**src/logic/psa_pkg.sv**
```systemverilog
package psa_pkg;

  // ----------------------------------------------------------------
  // bus geometry
  // ----------------------------------------------------------------
  localparam int ADDR_W = 8;
  localparam int DATA_W = 8;
  localparam int POS_W = 40;
  localparam int SPD_W = 24;
  localparam int PER_W = 16;
  localparam int DIV_W = 8;
  localparam int RES_W = 6;
  localparam int CHUNK_W = 5;

  // ----------------------------------------------------------------
  // register offsets
  // ----------------------------------------------------------------
  localparam logic [7:0] ADDR_FAST_POSITION_BYTE4 = 8'h90;
  localparam logic [7:0] ADDR_POS3 = 8'h91;
  localparam logic [7:0] ADDR_POS2 = 8'h92;
  localparam logic [7:0] ADDR_POS1 = 8'h93;
  localparam logic [7:0] ADDR_FAST_POSITION_BYTE0 = 8'h94;
  localparam logic [7:0] ADDR_SPD2 = 8'h95;
  localparam logic [7:0] ADDR_SPD1 = 8'h96;
  localparam logic [7:0] ADDR_SPD0 = 8'h97;
  localparam logic [7:0] ADDR_SAFE4 = 8'h98;
  localparam logic [7:0] ADDR_SAFE3 = 8'h99;
  localparam logic [7:0] ADDR_SAFE2 = 8'h9a;
  localparam logic [7:0] ADDR_SAFE1 = 8'h9b;
  localparam logic [7:0] ADDR_SAFE0 = 8'h9c;
  localparam logic [7:0] ADDR_DUMMY = 8'hbf;
  localparam logic [7:0] ADDR_SYSTEM_CONTROL_REGISTER = 8'h80;
  localparam logic [7:0] ADDR_SYNC_CTRL = 8'h81;
  localparam logic [7:0] ADDR_EVENT_H = 8'h82;
  localparam logic [7:0] ADDR_ONLINE = 8'h83;
  localparam logic [7:0] ADDR_RES = 8'h84;

  // ----------------------------------------------------------------
  // field positions and reset values
  // ----------------------------------------------------------------
  localparam int SYS_EDGE_BIT = 0;
  localparam int EVT_POS_ERR_BIT = 0;
  localparam int ONL_POSITION_ARRIVAL_BITS_LSB = 0;
  localparam int ONL_LOCK_BIT = 2;
  localparam int ONL_SYNC_BIT = 3;
  localparam logic [DIV_W-1:0] SYNC_DIV_RESET = 8'h00;
  localparam logic [RES_W-1:0] RES_RESET = 6'h28;
  localparam logic [RES_W-1:0] RES_FULL = 6'h28;

  // ----------------------------------------------------------------
  // timing
  // ----------------------------------------------------------------
  localparam int CLK_PERIOD_NS = 100;
  localparam int FRAME_MIN_NS = 11950;
  localparam int POS_DELAY_NS = 8000;
  localparam int FREE_FRAME_CYC = (FRAME_MIN_NS + CLK_PERIOD_NS - 1) / CLK_PERIOD_NS;
  localparam int POS_DELAY_CYC = POS_DELAY_NS / CLK_PERIOD_NS;

endpackage

```
**src/logic/psa_period_div.sv**
```systemverilog
`timescale 1ns/1ps
module psa_period_div
  import psa_pkg::*;
(
  // clock and reset
  input wire logic clk,
  input wire logic rst_n,
  // request
  input wire logic start,
  input wire logic [PER_W-1:0] dividend,
  input wire logic [DIV_W-1:0] divisor,
  // answer
  output logic [PER_W-1:0] quotient,
  output logic done
);

  logic [PER_W-1:0] num_reg;
  logic [PER_W:0] rem_reg;
  logic [DIV_W-1:0] den_reg;
  logic [4:0] step_reg;
  logic busy_reg;
  logic [PER_W:0] trial;

  // restoring division, one quotient bit per clock
  assign trial = {rem_reg[PER_W-1:0], num_reg[PER_W-1]} - {{(PER_W+1-DIV_W){1'b0}}, den_reg};

  always_ff @(posedge clk or negedge rst_n)
  begin
    if (!rst_n)
    begin
      num_reg <= '0;
      rem_reg <= '0;
      den_reg <= '0;
      step_reg <= '0;
      busy_reg <= 1'b0;
      done <= 1'b0;
      quotient <= '0;
    end
    else
    begin
      done <= 1'b0;
      if (start)
      begin
        num_reg <= dividend;
        rem_reg <= '0;
        den_reg <= divisor;
        step_reg <= 5'h10;
        busy_reg <= 1'b1;
      end
      else if (busy_reg)
      begin
        if (!trial[PER_W])
        begin
          rem_reg <= trial;
          num_reg <= {num_reg[PER_W-2:0], 1'b1};
        end
        else
        begin
          rem_reg <= {rem_reg[PER_W-1:0], num_reg[PER_W-1]};
          num_reg <= {num_reg[PER_W-2:0], 1'b0};
        end
        step_reg <= step_reg - 5'h01;
        if (step_reg == 5'h01)
        begin
          busy_reg <= 1'b0;
          done <= 1'b1;
          quotient <= {num_reg[PER_W-2:0], ~trial[PER_W]};
        end
      end
    end
  end

  logic [PER_W-1:0] dvd_hold;
  always_ff @(posedge clk or negedge rst_n)
  begin
    if (!rst_n)
      dvd_hold <= '0;
    else if (start)
      dvd_hold <= dividend;
  end

  a_div_bound: assert property (@(posedge clk) disable iff (!rst_n)
    done && den_reg != '0 |-> ({8'h00, quotient} * {16'h0000, den_reg}) <= {8'h00, dvd_hold})
    else $error("interval times divider exceeds measured period");

endmodule // psa_period_div

```
**src/logic/psa_acquire.sv**
```systemverilog
`timescale 1ns/1ps
module psa_acquire
  import psa_pkg::*;
(
  // clock and reset
  input wire logic clk,
  input wire logic rst_b,
  // register port
  input wire logic [ADDR_W-1:0] addr,
  input wire logic [DATA_W-1:0] wdata,
  input wire logic wr,
  input wire logic rd,
  output logic [DATA_W-1:0] rdata,
  // external sync pin
  input wire logic sync_in,
  // frame link logic
  output logic frame_trigger,
  input wire logic frame_valid,
  input wire logic [POS_W-1:0] frame_fast_pos,
  input wire logic [SPD_W-1:0] frame_speed,
  input wire logic frame_safe_start,
  input wire logic [CHUNK_W-1:0] frame_safe_chunk,
  // status
  output logic sync_locked
);

  // ----------------------------------------------------------------
  // reset release
  // ----------------------------------------------------------------
  logic rst_s1_reg;
  logic rst_n;
  always_ff @(posedge clk or negedge rst_b)
  begin
    if (!rst_b)
    begin
      rst_s1_reg <= 1'b0;
      rst_n <= 1'b0;
    end
    else
    begin
      rst_s1_reg <= 1'b1;
      rst_n <= rst_s1_reg;
    end
  end

  // ----------------------------------------------------------------
  // control registers
  // ----------------------------------------------------------------
  logic edge_sel_reg;
  logic [DIV_W-1:0] sync_div_reg;
  logic [RES_W-1:0] res_reg;
  logic sync_mode;
  logic [POS_W-1:0] res_mask;

  always_ff @(posedge clk or negedge rst_n)
  begin
    if (!rst_n)
    begin
      edge_sel_reg <= 1'b0;
      sync_div_reg <= SYNC_DIV_RESET;
      res_reg <= RES_RESET;
    end
    else if (wr)
    begin
      if (addr == ADDR_SYSTEM_CONTROL_REGISTER)
        edge_sel_reg <= wdata[SYS_EDGE_BIT];
      if (addr == ADDR_SYNC_CTRL)
        sync_div_reg <= wdata;
      if (addr == ADDR_RES)
        res_reg <= (wdata[RES_W-1:0] > RES_FULL) ? RES_FULL : wdata[RES_W-1:0];
    end
  end

  assign sync_mode = (sync_div_reg != '0);

  // bits above the measured resolution forced to zero
  always_comb
  begin
    res_mask = '1;
    if (res_reg < RES_FULL)
      res_mask = (40'h00_0000_0001 << res_reg) - 40'h00_0000_0001;
  end

  // ----------------------------------------------------------------
  // sync pin
  // ----------------------------------------------------------------
  logic sync_s1_reg;
  logic sync_s2_reg;
  logic sync_s3_reg;
  logic sel_edge;

  always_ff @(posedge clk or negedge rst_n)
  begin
    if (!rst_n)
    begin
      sync_s1_reg <= 1'b0;
      sync_s2_reg <= 1'b0;
      sync_s3_reg <= 1'b0;
    end
    else
    begin
      sync_s1_reg <= sync_in;
      sync_s2_reg <= sync_s1_reg;
      sync_s3_reg <= sync_s2_reg;
    end
  end

  // free running gates the pin off completely
  assign sel_edge = sync_mode && (edge_sel_reg ? (!sync_s2_reg && sync_s3_reg)
                                               : (sync_s2_reg && !sync_s3_reg));

  // ----------------------------------------------------------------
  // period measurement and interval
  // ----------------------------------------------------------------
  logic [PER_W-1:0] period_cnt_reg;
  logic edge_seen_reg;
  logic [PER_W-1:0] quotient;
  logic div_done;
  logic [PER_W-1:0] interval_reg;
  logic lock_reg;

  always_ff @(posedge clk or negedge rst_n)
  begin
    if (!rst_n)
    begin
      period_cnt_reg <= '0;
      edge_seen_reg <= 1'b0;
    end
    else if (!sync_mode)
    begin
      period_cnt_reg <= '0;
      edge_seen_reg <= 1'b0;
    end
    else if (sel_edge)
    begin
      period_cnt_reg <= 16'h0001;
      edge_seen_reg <= 1'b1;
    end
    else if (period_cnt_reg != 16'hffff)
      period_cnt_reg <= period_cnt_reg + 16'h0001;
  end

  psa_period_div u_div (
    .clk(clk),
    .rst_n(rst_n),
    .start(sel_edge && edge_seen_reg),
    .dividend(period_cnt_reg),
    .divisor(sync_div_reg),
    .quotient(quotient),
    .done(div_done)
  );

  // lock once one full period has been measured and divided
  always_ff @(posedge clk or negedge rst_n)
  begin
    if (!rst_n)
    begin
      interval_reg <= 16'h0001;
      lock_reg <= 1'b0;
    end
    else if (!sync_mode)
      lock_reg <= 1'b0;
    else if (div_done)
    begin
      interval_reg <= (quotient == '0) ? 16'h0001 : quotient;
      lock_reg <= 1'b1;
    end
  end

  assign sync_locked = lock_reg;

  // ----------------------------------------------------------------
  // frame trigger
  // ----------------------------------------------------------------
  logic [PER_W-1:0] tick_reg;
  logic [DIV_W-1:0] sub_reg;
  logic [7:0] free_reg;
  logic sync_trig;
  logic free_trig;

  // trailing sub-frames run out on the count, a late edge restarts cleanly
  always_ff @(posedge clk or negedge rst_n)
  begin
    if (!rst_n)
    begin
      tick_reg <= '0;
      sub_reg <= '0;
    end
    else if (!lock_reg)
      sub_reg <= '0;
    else if (sel_edge)
    begin
      tick_reg <= interval_reg - 16'h0001;
      sub_reg <= sync_div_reg - 8'h01;
    end
    else if (sub_reg != '0)
    begin
      if (tick_reg == '0)
      begin
        tick_reg <= interval_reg - 16'h0001;
        sub_reg <= sub_reg - 8'h01;
      end
      else
        tick_reg <= tick_reg - 16'h0001;
    end
  end

  assign sync_trig = lock_reg && (sel_edge || (sub_reg != '0 && tick_reg == '0));

  always_ff @(posedge clk or negedge rst_n)
  begin
    if (!rst_n)
      free_reg <= '0;
    else if (sync_mode || free_reg == '0)
      free_reg <= 8'(FREE_FRAME_CYC - 1);
    else
      free_reg <= free_reg - 8'h01;
  end

  assign free_trig = !sync_mode && (free_reg == '0);
  assign frame_trigger = sync_trig || free_trig;

  // ----------------------------------------------------------------
  // fixed latency publish
  // ----------------------------------------------------------------
  logic [7:0] lat_reg;
  logic publish;
  logic pend_reg;
  logic [POS_W-1:0] pend_pos_reg;
  logic [SPD_W-1:0] pend_spd_reg;
  logic [POS_W-1:0] fast_pos_reg;
  logic [SPD_W-1:0] speed_reg;
  logic [1:0] position_arrival_bits_reg;

  always_ff @(posedge clk or negedge rst_n)
  begin
    if (!rst_n)
      lat_reg <= '0;
    else if (frame_trigger)
      lat_reg <= 8'(POS_DELAY_CYC);
    else if (lat_reg != '0)
      lat_reg <= lat_reg - 8'h01;
  end

  assign publish = (lat_reg == 8'h01);

  always_ff @(posedge clk or negedge rst_n)
  begin
    if (!rst_n)
    begin
      pend_reg <= 1'b0;
      pend_pos_reg <= '0;
      pend_spd_reg <= '0;
    end
    else if (frame_valid)
    begin
      pend_reg <= 1'b1;
      pend_pos_reg <= frame_fast_pos & res_mask;
      pend_spd_reg <= frame_speed;
    end
    else if (publish)
      pend_reg <= 1'b0;
  end

  // a frame that misses its slot leaves the previous value standing
  always_ff @(posedge clk or negedge rst_n)
  begin
    if (!rst_n)
    begin
      fast_pos_reg <= '0;
      speed_reg <= '0;
      position_arrival_bits_reg <= '0;
    end
    else if (publish && pend_reg)
    begin
      fast_pos_reg <= pend_pos_reg;
      speed_reg <= pend_spd_reg;
      position_arrival_bits_reg <= position_arrival_bits_reg + 2'b01;
    end
  end

  // ----------------------------------------------------------------
  // safe position over eight frames
  // ----------------------------------------------------------------
  logic [POS_W-1:0] safe_acc_reg;
  logic [2:0] safe_cnt_reg;
  logic safe_act_reg;
  logic [POS_W-1:0] safe_ref_reg;
  logic [POS_W-1:0] safe_pos_reg;
  logic [POS_W-1:0] safe_word;
  logic safe_load;
  logic pos_err_reg;

  assign safe_word = {frame_safe_chunk, safe_acc_reg[POS_W-1:CHUNK_W]};
  assign safe_load = frame_valid && safe_act_reg && safe_cnt_reg == 3'h7;

  always_ff @(posedge clk or negedge rst_n)
  begin
    if (!rst_n)
    begin
      safe_acc_reg <= '0;
      safe_cnt_reg <= '0;
      safe_act_reg <= 1'b0;
      safe_ref_reg <= '0;
    end
    else if (frame_valid)
    begin
      safe_acc_reg <= safe_word;
      if (frame_safe_start)
      begin
        safe_cnt_reg <= 3'h1;
        safe_act_reg <= 1'b1;
        safe_ref_reg <= frame_fast_pos & res_mask;
      end
      else if (safe_act_reg)
      begin
        safe_cnt_reg <= safe_cnt_reg + 3'h1;
        if (safe_cnt_reg == 3'h7)
          safe_act_reg <= 1'b0;
      end
    end
  end

  always_ff @(posedge clk or negedge rst_n)
  begin
    if (!rst_n)
      safe_pos_reg <= '0;
    else if (safe_load)
      safe_pos_reg <= safe_word & res_mask;
  end

  // hardware set wins over a write-one clear in the same cycle
  always_ff @(posedge clk or negedge rst_n)
  begin
    if (!rst_n)
      pos_err_reg <= 1'b0;
    else if (safe_load && ((safe_word & res_mask) != safe_ref_reg))
      pos_err_reg <= 1'b1;
    else if (wr && addr == ADDR_EVENT_H && wdata[EVT_POS_ERR_BIT])
      pos_err_reg <= 1'b0;
  end

  // ----------------------------------------------------------------
  // read port
  // ----------------------------------------------------------------
  always_ff @(posedge clk or negedge rst_n)
  begin
    if (!rst_n)
      rdata <= '0;
    else if (rd)
    begin
      unique case (addr)
        ADDR_FAST_POSITION_BYTE4: rdata <= fast_pos_reg[39:32];
        ADDR_POS3: rdata <= fast_pos_reg[31:24];
        ADDR_POS2: rdata <= fast_pos_reg[23:16];
        ADDR_POS1: rdata <= fast_pos_reg[15:8];
        ADDR_FAST_POSITION_BYTE0: rdata <= fast_pos_reg[7:0];
        ADDR_SPD2: rdata <= speed_reg[23:16];
        ADDR_SPD1: rdata <= speed_reg[15:8];
        ADDR_SPD0: rdata <= speed_reg[7:0];
        ADDR_SAFE4: rdata <= safe_pos_reg[39:32];
        ADDR_SAFE3: rdata <= safe_pos_reg[31:24];
        ADDR_SAFE2: rdata <= safe_pos_reg[23:16];
        ADDR_SAFE1: rdata <= safe_pos_reg[15:8];
        ADDR_SAFE0: rdata <= safe_pos_reg[7:0];
        ADDR_SYSTEM_CONTROL_REGISTER: rdata <= {7'h00, edge_sel_reg};
        ADDR_SYNC_CTRL: rdata <= sync_div_reg;
        ADDR_EVENT_H: rdata <= {7'h00, pos_err_reg};
        ADDR_ONLINE: rdata <= {4'h0, sync_mode, lock_reg, position_arrival_bits_reg};
        ADDR_RES: rdata <= {2'b00, res_reg};
        default: rdata <= '0;
      endcase
    end
    else
      rdata <= '0;
  end

  // ----------------------------------------------------------------
  // assertions
  // ----------------------------------------------------------------
  logic [7:0] age_reg;
  logic [DIV_W-1:0] trig_in_per_reg;
  logic [3:0] safe_frames_reg;

  always_ff @(posedge clk or negedge rst_n)
  begin
    if (!rst_n)
    begin
      age_reg <= '0;
      trig_in_per_reg <= '0;
      safe_frames_reg <= '0;
    end
    else
    begin
      age_reg <= frame_trigger ? 8'h01 : ((age_reg == 8'hff) ? age_reg : age_reg + 8'h01);
      trig_in_per_reg <= sel_edge ? 8'h01 : trig_in_per_reg + {7'h00, sync_trig};
      if (frame_valid)
        safe_frames_reg <= frame_safe_start ? 4'h1 : safe_frames_reg + 4'h1;
    end
  end

  a_free_no_sync: assert property (@(posedge clk) disable iff (!rst_n)
    free_trig |=> !frame_trigger [*8])
    else $error("extra trigger in free running mode");

  // judged from the synchronised pin itself, so a swapped polarity is caught
  a_edge_trigger: assert property (@(posedge clk) disable iff (!rst_n)
    sync_mode && lock_reg && (edge_sel_reg ? $fell(sync_s2_reg) : $rose(sync_s2_reg))
    |-> frame_trigger)
    else $error("selected sync edge gave no trigger");

  a_fixed_latency: assert property (@(posedge clk) disable iff (!rst_n)
    publish |-> age_reg == 8'(POS_DELAY_CYC))
    else $error("publish not at fixed delay after trigger");

  a_triggers_per_period: assert property (@(posedge clk) disable iff (!rst_n)
    sel_edge && lock_reg && $past(lock_reg) |-> trig_in_per_reg <= sync_div_reg)
    else $error("more triggers than divider in one period");

  a_position_arrival_bits_step: assert property (@(posedge clk) disable iff (!rst_n)
    publish && pend_reg |=> position_arrival_bits_reg == $past(position_arrival_bits_reg) + 2'b01)
    else $error("arrival bits did not advance");

  a_safe_eighth: assert property (@(posedge clk) disable iff (!rst_n)
    safe_load |-> safe_frames_reg == 4'h7)
    else $error("safe position not completed on eighth frame");

  a_pos_err_set: assert property (@(posedge clk) disable iff (!rst_n)
    safe_load && ((safe_word & res_mask) != safe_ref_reg) |=> pos_err_reg)
    else $error("mismatch did not raise position error");

  a_reset_free: assert property (@(posedge clk) $rose(rst_n) |-> !sync_mode)
    else $error("not free running after reset");

  a_high_bits_zero: assert property (@(posedge clk) disable iff (!rst_n)
    publish && pend_reg |=> (fast_pos_reg & ~$past(res_mask)) == '0)
    else $error("unmeasured position bits not zero");

  c_lock: cover property (@(posedge clk) disable iff (!rst_n) $rose(lock_reg));
  c_sync_sub: cover property (@(posedge clk) disable iff (!rst_n) sync_trig && !sel_edge);
  c_safe_load: cover property (@(posedge clk) disable iff (!rst_n) safe_load);
  c_pos_err: cover property (@(posedge clk) disable iff (!rst_n) $rose(pos_err_reg));

endmodule // psa_acquire

```
**config.mk**
```make
export PLATFORM = sky130hd
export DESIGN_NAME = psa_acquire
export DESIGN_NICKNAME = d
export VERILOG_FILES = /design/src/logic/psa_pkg.sv /design/src/logic/psa_period_div.sv /design/src/logic/psa_acquire.sv
export SDC_FILE = /design/constraint.sdc
export NUM_CORES = 1
export LEC_CHECK = 0
export BUFFER_PORTS_ARGS = -buffer_cell sky130_fd_sc_hd__buf_2
export CORE_ASPECT_RATIO = 1.75
export CORE_MARGIN = 2
export CORE_UTILIZATION = 29
export DETAILED_ROUTE_END_ITERATION = 12
export PLACE_DENSITY_LB_ADDON = 0.12
export SLEW_MARGIN = 20
export SYNTH_ARGS = -nofsm -noshare
export SYNTH_HDL_FRONTEND = slang
export SYNTH_HIERARCHICAL = 1
export SYNTH_SLANG_ARGS = --single-unit
export TNS_END_PERCENT = 10
```
**constraint.sdc**
```tcl
create_clock -name clk -period 17.5 [get_ports clk]
set_input_delay 0.875 -clock clk [delete_from_list [all_inputs] [get_ports clk]]
set_output_delay 0.875 -clock clk [all_outputs]
set_load 0.02 [all_outputs]
```
# [Yosys cells after proc, flatten, opt, wreduce, memory -nomap -nowiden]
# Cells that the tools add are included.
[totals] register_bits=421 latch_bits=0 mem_bits_rw=0 rom_bits=0 inputBits=92 out_inout_bits=10 word_cells=169 n_memories=0
[op_classes] add_sub_neg=12 mul=0 div=0 order_cmp=2 n_eq_ne=28 n_shift=1 muxes=46 bitwise_logic=4 reduce_logical=40
[op_table] cell="16-bit two-way mux" n=12
[op_table] cell="8-bit == test, second input constant" n=18
[op_table] cell="8-bit one-hot mux with 18 select lines" n=1
[op_table] cell="40-bit AND" n=2
[op_table] cell="8-bit two-way mux" n=8
[op_table] cell="40-bit two-way mux" n=1
[op_table] cell="40-bit != test" n=1
[op_table] cell="1-bit by 6-bit left shift with 40-bit output, first input constant" n=1
[op_table] cell="40-bit by 1-bit subtractor with 40-bit output, second input constant" n=1
[op_table] cell="16-bit zero test" n=2
[op_table] cell="16-bit by 1-bit subtractor with 16-bit output, second input constant" n=2
[op_table] cell="8-bit by 1-bit subtractor with 8-bit output, second input constant" n=4
[op_table] cell="8-bit nonzero test" n=3
[op_table] cell="1-bit two-way mux" n=19
[op_table] cell="17-bit by 8-bit subtractor with 17-bit output" n=1
[op_table] cell="16-bit by 1-bit adder with 16-bit output, second input constant" n=1
[op_table] cell="16-bit != test, second input constant" n=1
[op_table] cell="2-bit AND reduction" n=8
[op_table] cell="1-bit logical AND" n=13
[op_table] cell="2-bit nonzero test" n=6
[op_table] cell="5-bit two-way mux" n=2
[op_table] cell="8-bit by 1-bit == test with 1-bit output, second input constant" n=1
[op_table] cell="8-bit zero test" n=1
[op_table] cell="6-bit greater-than comparator, second input constant" n=1
[op_table] cell="15 further kinds" n=23

# [Depth between registers and ports, before layout]
# Gate-level depths: netlist (run 1).
[logic_depth] word_depth=8 depth_mapped=15 ltp_nobuf=11

# [Hierarchy]
# The synthesis (run 1) kept the hierarchy.
[by_module_without_submodules] module="psa_acquire" instances=1 cells_each=1789 area_each_um2=17365.4 seq_area_each_um2=8837.2
[by_module_without_submodules] module="psa_period_div" instances=1 cells_each=342 area_each_um2=3304.4 seq_area_each_um2=1576.5

# [Worst setup path after synthesis (run 1)]
# OpenSTA, ideal clock, no wires.
[synth_timing] path_kind="reg2reg" from="register res_reg[4]" to="register pos_err_reg" setup_ns=0.145 arrival_ns=3.322 t_required_ns=17.355 slack_ns=14.034 stages_incl_launch_ff=14 path_buffers=2 period_less_slack_ns=3.466 cell_sequence="dfrtp_1 -> or4_1 -> clkbuf_1 -> or3b_2 -> ha_1 -> clkbuf_1 -> nor2_1 -> a22oi_1 -> o211ai_1 -> nand2_1 -> xnor2_1 -> or3_1 -> nor4_1 -> a41oi_1"
[synth_via] elab_chain_len=7 elab_cells_between_ends=9 cone_classes="add/sub: 1; order compare: 1; eq/ne: 1; shift: 1; mux: 2; bitwise: 1; reduce/logical: 2"
[synth_lines] item="from (decl)" line_no="psa_acquire.sv:51" source="logic [RES_W-1:0] res_reg;"
[synth_lines] item="from (signal assigned)" line_no="psa_acquire.sv:70" source="res_reg <= (wdata[RES_W-1:0] > RES_FULL) ? RES_FULL : wdata[RES_W-1:0];"
[synth_lines] item="1-bit by 6-bit left shift with 40-bit output" line_no="psa_acquire.sv:81" source="res_mask = (40'h00_0000_0001 << res_reg) - 40'h00_0000_0001;"
[synth_lines] item="40-bit by 1-bit subtractor with 40-bit output" line_no="psa_acquire.sv:81"
[synth_lines] item="40-bit two-way mux (*)" line_no="psa_acquire.sv:80" source="if (res_reg < RES_FULL)"
[synth_lines] item="40-bit AND (*)" line_no="psa_acquire.sv:337" source="else if (safe_load && ((safe_word & res_mask) != safe_ref_reg))"
[synth_lines] item="40-bit != test (*)" line_no="psa_acquire.sv:337"
[synth_lines] item="1-bit logical AND (*)" line_no="psa_acquire.sv:337"
[synth_lines] item="1-bit two-way mux / 2-bit nonzero test (equally long branches)"
[synth_lines] item="to (signal assigned)" line_no="psa_acquire.sv:336" source="pos_err_reg <= 1'b0;"
[synth_lines] item="to (signal assigned)" line_no="psa_acquire.sv:338" source="pos_err_reg <= 1'b1;"
[synth_lines] item="to (signal assigned)" line_no="psa_acquire.sv:340" source="pos_err_reg <= 1'b0;"
[synth_lines] item="to (decl)" line_no="psa_acquire.sv:292" source="logic pos_err_reg;"
# Every way passes the cells marked *; elsewhere a longest branch is shown, timed or not.
# A chain may end at the register's enable or synchronous reset.

# [Worst setup path in the final report (run 1)]
[layout_timing] from="register sync_div_reg[4]" to="output frame_trigger"
[layout_via] elab_chain_len=5 elab_cells_between_ends=7 cone_classes="reduce/logical: 7"
[layout_lines] item="from (decl)" line_no="psa_acquire.sv:50" source="logic [DIV_W-1:0] sync_div_reg;"
[layout_lines] item="from (signal assigned)" line_no="psa_acquire.sv:68" source="sync_div_reg <= wdata;"
[layout_lines] item="8-bit nonzero test (*)" line_no="psa_acquire.sv:74" source="assign sync_mode = (sync_div_reg != '0);"
[layout_lines] item="1-bit logical AND" line_no="psa_acquire.sv:109" source="assign sel_edge = sync_mode && (edge_sel_reg ? (!sync_s2_reg && sync_s3_reg)"
[layout_lines] item="1-bit logical OR" line_no="psa_acquire.sv:208" source="assign sync_trig = lock_reg && (sel_edge || (sub_reg != '0 && tick_reg == '0));"
[layout_lines] item="1-bit logical AND" line_no="psa_acquire.sv:208"
[layout_lines] item="1-bit logical OR (*)" line_no="psa_acquire.sv:221" source="assign frame_trigger = sync_trig || free_trig;"
[layout_lines] item="to (decl)" line_no="psa_acquire.sv:17" source="output logic frame_trigger,"
# Marks and branches as above.

==> reports/summary.txt, run 1 <==
Reg-to-reg setup timing slack - 13050 ps
Post-CTS setup buffers - 0
Worst hold-check path type - in -> async
Chip Width - 206 um
CTS tree - built
Synthesized instance count - 2131
Post-Synth Adder-Cell Area - 0.0143
Crit Path Class - reg -> out
Main combinational cell family by area after synthesis - simple AND/OR/NAND/NOR gates
Via Count - 16391
Worst EP required - 16620 ps
Max frequency - 205 MHz
Leak pwr - 10.2 nW
Rel. slew slack - 0.266
Synthesized cell area - 0.0207 mm2
Unique masters post-synth - 91
Gpl congestion - 0.945
Reg-to-Reg Start - res_reg[4]$_DFFE_PN0P_
Top cell type's share of synthesized area - 0.500
Fraction of layout cells with a size suffix above 1 - 0.160
Initial DRC count - 1008
Pwr dens - 118 mW/mm2
Initial antenna violation count - 7
Register Area - 0.0104 mm2
Clock power share - 0.354
Switching fraction of total power - 0.319
Seq cells post-synth - 416
Peak supply drop - 0.0771 mV
Critical Path AT - 4000 ps
Crit end category - output pin
Gate power share - 0.191
Drt total wl - 79800 um
Dpl ws - 13130 ps
Row cnt - 129
Core area - 0.0707 mm2
Drt via density - 5.22
Die ar. - 0.0735 mm2
Slew Viols, Final - 0
Top-count cell post-synth - dfrtp_1
Post-Syn Nets - 2246
Pint - 0.00190 W
GRT Total Usage - 0.219
Post-synth EDFFs - 0
CTS Sinks - 416
Startpoint types - flip-flop
Post-CTS Resized - 0
Clock tree buffer depth - 3
Routed Antenna Nets - 0
Hpwl dp - 60700 um
Htree depth - 2
Layout area overhead - 14.0%
Starting Density - 0.292
Status - complete, no violations
Pin count of the biggest net entering global routing - 158
Unrepaired setup endpoints after global routing - false
R2r endpoint - pos_err_reg$_DFFE_PN0P_
Worst Skew - 26.5 ps
First-pass GRT wire length - 116000 um
YS warnings - 6
Min Tclk post-route - 4880 ps
Vias in the first global route - 16924
Synth area leaders - dfrtp_1, nand2_1, o21ai_0, mux2_2, nand3_1
Final Hold Fails - 0
Total of max-cap violations - 0
Mux cell area share after synthesis - 0.0887
Flop pwr share - 0.456
Async S/R FF share, synth - 1.00
Area of the multi-input gates - 0.00943 mm2
NetSw - 0.000889 W
WL/cell - 25.4 um
Hold_buf cts - 0
Final setup viols - 0
Filler cells - 7388
Cells on worst reg2reg path - 12
Post-synth top cells - dfrtp_1, nand2_1, o21ai_0
Post-synthesis xor/xnor area fraction - 0.0334
Clock Latency Late Sink - 600 ps
Reg clk slew, reported paths - 60 ps
TNS Setup - 0 ps
DR pass1 iterations - 7
CTS buffer count - 43
Die Y-Extent - 357 um
Sequential share of the synthesized area - 0.504
CTS Root Cell - clkbuf_16
Ys flop type - dfrtp_1
Worst Tran Pin Value - 1100 ps
Total gr overflow - 0
Crit-path max FO - 22
Compound-Gate Fraction of Synth Area - 0.148
Mapped Avg Cell Area - 9.70 um2
I/O Buffers - 101
Area leader, netlist - dfrtp_1
Synth Area in Simple Gates - 0.171
DRC - 0
Net count, final - 2304
Tcrit/Tclk final - 0.279
I/O pin count - 102
Worst setup margin - 12620 ps
power groups by stage:
stage                     Combinational (W)  Sequential, W  Clock, W
after floorplan                    0.000384        0.00122         0
after global placement             0.000529        0.00129         0
after detailed placement           0.000535        0.00129         0
after CTS                          0.000538        0.00127   0.00101
after global routing               0.000592        0.00128   0.00105
final                              0.000531        0.00127  0.000985
layer usage:
metal  global-route usage  up-vias  routed length, um
met4                0.151        8               6500
met1                0.221     8111              27800
met3               0.0302      191               2930
met2                0.410      458              42600
met5                    0        -                 46
li1                     -     7623                  -
worst max-delay path, stage by stage, from the launching register on:
cell	delay [ps]
dfrtp_1	520
or4_4	600
nor3_2	520
nor2_2	290
o21a_1	540
nand2_2	470
o21ai_2	230
buf_2	220
layout by cell type, fill, tap and decap left out, types with 10 or more instances in the layout:
master / netlist / routed
a211oi_1: 12 / 12
a21oi_1: 56 / 56
a22o_1: 14 / 14
a22oi_1: 15 / 15
a311oi_1: 16 / 16
a31oi_1: 13 / 13
and3_1: 15 / 14
buf_2: 4 / 100
buf_4: 1 / 25
clkbuf_16: 0 / 45
clkinv_2: 0 / 12
dfrtp_1: 413 / 411
ha_1: 22 / 22
inv_1: 92 / 92
mux2_2: 110 / 110
mux2i_1: 37 / 37
mux4_2: 10 / 10
nand2_1: 352 / 351
nand2b_1: 24 / 24
nand3_1: 85 / 84
nand4_1: 16 / 16
nor2_1: 108 / 108
nor2b_1: 10 / 10
nor3_1: 42 / 42
nor4_1: 20 / 19
o21ai_0: 253 / 252
o22ai_1: 14 / 14
or3_1: 25 / 25
xnor2_1: 39 / 39
xor2_1: 38 / 38
worst max path at each step:
stage                                start                         to  cells past startpoint
6_report       sync_div_reg[4]$_DFFE_PN0P_              frame_trigger                      7
5_1_grt        sync_div_reg[4]$_DFFE_PN0P_              frame_trigger                      7
4_1_cts        sync_div_reg[4]$_DFFE_PN0P_              frame_trigger                      7
3_5_place_dp        res_reg[4]$_DFFE_PN0P_    pos_err_reg$_DFFE_PN0P_                     12
3_3_place_gp        res_reg[4]$_DFFE_PN0P_    pos_err_reg$_DFFE_PN0P_                     12
2_1_floorplan              rst_n$_DFF_PN0_  edge_seen_reg$_DFFE_PN0P_                      0
layout make-up:
cell class              count  area share
repair buffers            127      0.0305
flip-flops and latches    416       0.442
clock inverters            20     0.00898
diodes                      2    0.000212
multi-input cells        1507       0.401
clock buffers              58      0.0537
inverters                  94      0.0150
well taps                 917      0.0487
through the flow:
stage	cell area [um2]	instances	total power (W)	util	hold WS, ps
after floorplan	20700	2131	0.00160	-	331
after global placement	22100	3061	0.00182	0.312	339
after detailed placement	22100	3061	0.00182	0.312	339
after CTS	23500	3139	0.00282	0.333	32.6
after global routing	23500	3139	0.00293	0.333	48.8
final	23600	3141	0.00279	0.333	63.6
cells by family after synthesis:
| logic type | Yosys count |
|---|---|
| DFF | 416 |
| AOI/OAI and AO/OA | 491 |
| other | 1 |
| and+or+nand+nor | 757 |
| muxes | 157 |
| adders and majority gates | 23 |
| buffers and inverters | 208 |
| xor gates and xnor gates | 78 |
(Power assumes the default switching activity.)
==> run 2: changes to the inputs <==
- clock period: 17.5 -> 5.1 ns (I/O delays scaled with it)
==> reports/summary.txt, run 2 (synthesis gave the netlist of run 1 again) <==
Status - complete, no violations
I/O pin count - 102 (unchanged)
Clock power share - 0.346 (-0.008)
Slew Viols, Final - 0 (unchanged)
Tcrit/Tclk final - 0.835
Worst Skew - 25.4 ps (-1.18 ps)
Cells on worst reg2reg path - 12 (unchanged)
TNS Setup - 0 ps (unchanged)
Gate power share - 0.201 (+0.010)
Die Y-Extent - 357 um (unchanged)
Worst Tran Pin Value - 1160 ps (+64.4 ps)
Gpl congestion - 0.965 (+2.1%)
Switching fraction of total power - 0.323 (+0.00389)
GR peak layer - met2
Htree depth - 2 (unchanged)
Endpoint, Worst Hold - pend_pos_reg[32]$_DFFE_PN0P_
Fraction of layout cells with a size suffix above 1 - 0.160 (about the same)
GR Util met3 - 0.0232 (-0.00702)
Final instance area - 0.0244 mm2 (+3.5%)
DRC - 0 (unchanged)
Worst hold-check path type - in -> reg
Max frequency - 235 MHz
Hpwl dp - 62400 um (+2.7%)
Worst EP required - 5540 ps (-11080 ps)
DR pass1 iterations - 5 (-2)
CP cell instances - or4_1 > or3b_2 > ha_1 > buf_4 > clkinv_1 > mux2i_1 > o21ai_0 > a21boi_0 > o22ai_1 > or3_1 > nor4_1 > a41oi_1
I/O Buffers - 101 (unchanged)
Most frequent cells in the layout - dfrtp_1, nand2_1, o21ai_0
GRT Total Usage - 0.227 (+0.00822)
Most common cell after layout, fill and taps aside - dfrtp_1
Design Power - 0.00956 W (+240%)
Flop pwr share - 0.453 (-0.003)
Drt via density - 5.19 (-0.61%)
Starting Density - 0.292 (unchanged)
Crit end category - flip-flop
CTS Sinks - 416 (unchanged)
Total gr overflow - 0 (unchanged)
Core area - 0.0707 mm2 (unchanged)
First-pass GRT wire length - 120000 um (+3.5%)
Leak pwr - 10.5 nW (+3.5%)
Reg clk slew, reported paths - 70 ps (about the same)
NetSw - 0.00309 W (+250%)
Routed Antenna Nets - 0 (unchanged)
Clock Latency Late Sink - 600 ps (about the same)
Hold Path Origin - frame_fast_pos[32]
GR met2 Demand/Resource - 0.420 (+0.00970)
GR met1 Demand/Resource - 0.239 (+0.0180)
Critical Path AT - 4700 ps (+700 ps)
Clock tree buffer depth - 3 (unchanged)
Initial antenna violation count - 1 (-6)
Net count, final - 2392 (+3.8%)
CTS Root Cell - clkbuf_16
Reg-to-reg setup timing slack - 840 ps (-12210 ps)
Pwr dens - 392 mW/mm2 (+230%)
Die ar. - 0.0735 mm2 (unchanged)
Drt total wl - 82200 um (+2.9%)
Hold slack - 21.4 ps (-42.2 ps)
Min Tclk post-route - 4260 ps
Max incr delay on CP - 710 ps (+110 ps)
Layout area overhead - 17.9%
Crit-path max FO - 26 (+18%)
Initial DRC count - 1068 (+6.0%)
Row cnt - 129 (unchanged)
Via Count - 16748 (+2.2%)
WL/cell - 25.5 um (+0.12%)
Placed Area - 0.0222 mm2 (+0.71%)
Crit Path Class - reg -> reg
CTS tree - built
Startpoint types - flip-flop
Final setup viols - 0 (unchanged)
Slowest CP cell - or4_1
Reg-to-Reg Start - res_reg[4]$_DFFE_PN0P_
Unrepaired setup endpoints after global routing - false
Filler cells - 7310 (-1.1%)
Total of max-cap violations - 0 (unchanged)
CTS buffer count - 44 (+2.3%)
Pint - 0.00647 W (+240%)
Peak supply drop - 0.252 mV (+230%)
Chip Width - 206 um (unchanged)
Vias in the first global route - 17318 (+2.3%)
Pin count of the biggest net entering global routing - 136 (-14%)
R2r endpoint - pos_err_reg$_DFFE_PN0P_
Final Hold Fails - 0 (unchanged)
Rel. slew slack - 0.221 (-0.0442)
Min-Delay Path Depth - 3
## run 2: worst max path at each step
stage	cells past startpoint	to	from	slack (ps)
finish	12	pos_err_reg$_DFFE_PN0P_	res_reg[4]$_DFFE_PN0P_	840
global route	7	frame_trigger	sync_div_reg[4]$_DFFE_PN0P_	620
CTS	7	frame_trigger	sync_div_reg[4]$_DFFE_PN0P_	870
detailed placement	12	pos_err_reg$_DFFE_PN0P_	res_reg[4]$_DFFE_PN0P_	890
global placement	12	pos_err_reg$_DFFE_PN0P_	res_reg[4]$_DFFE_PN0P_	840
floorplan	0	edge_seen_reg$_DFFE_PN0P_	rst_n$_DFF_PN0_	1020
## run 2: final cells by class
cell class	instances	area [um2]	area share
clock inverter	17	163	0.00667
timing repair buffer	214	1570	0.0645
tap	917	1150	0.0471
multi-input combinational	1507	9440	0.387
antenna	2	5.00	0.000205
inverter	94	353	0.0145
clock buffer	62	1280	0.0525
sequential	416	10400	0.427
## run 2: through the flow
stage	setup WS (ps)	cells	util
detailed placement	890	3078	0.314
global placement	844	3078	0.314
global route	619	3227	0.345
CTS	867	3227	0.345
finish	843	3229	0.345
floorplan	1020	2131	-
## run 2: power groups by stage
stage / Combinational, W / Clock (W) / Sequential (W)
2_1_floorplan: 0.00132 / 0 / 0.00418
3_3_place_gp: 0.00186 / 0 / 0.00439
3_5_place_dp: 0.00189 / 0 / 0.00439
4_1_cts: 0.00194 / 0.00344 / 0.00434
5_1_grt: 0.00214 / 0.00355 / 0.00439
6_report: 0.00192 / 0.00331 / 0.00433
## run 2: timing repair
action / in CTS / in global routing
hold buffers: 70 / 0
hold endpoints to repair: 99 / 0
resized for setup: 0 / 0
setup buffers: 0 / 0
## run 2: per-layer routing
layer | share of wire | vias to the layer above | wire length [um]
li1 | - | 7813 | -
met2 | 0.53 | 464 | 43600
met4 | 0.083 | 2 | 6790
met5 | 0.00016 | - | 13
met1 | 0.35 | 8297 | 29000
met3 | 0.034 | 172 | 2830
## run 2: critical path: cells and delay by family, from the launching register on
family	cells	cell delay, ps
and+or+nand+nor	4	2030
buffers and inverters	2	560
AOI/OAI and AO/OA	4	550
DFF	1	380
adders and majority gates	1	360
muxes	1	210
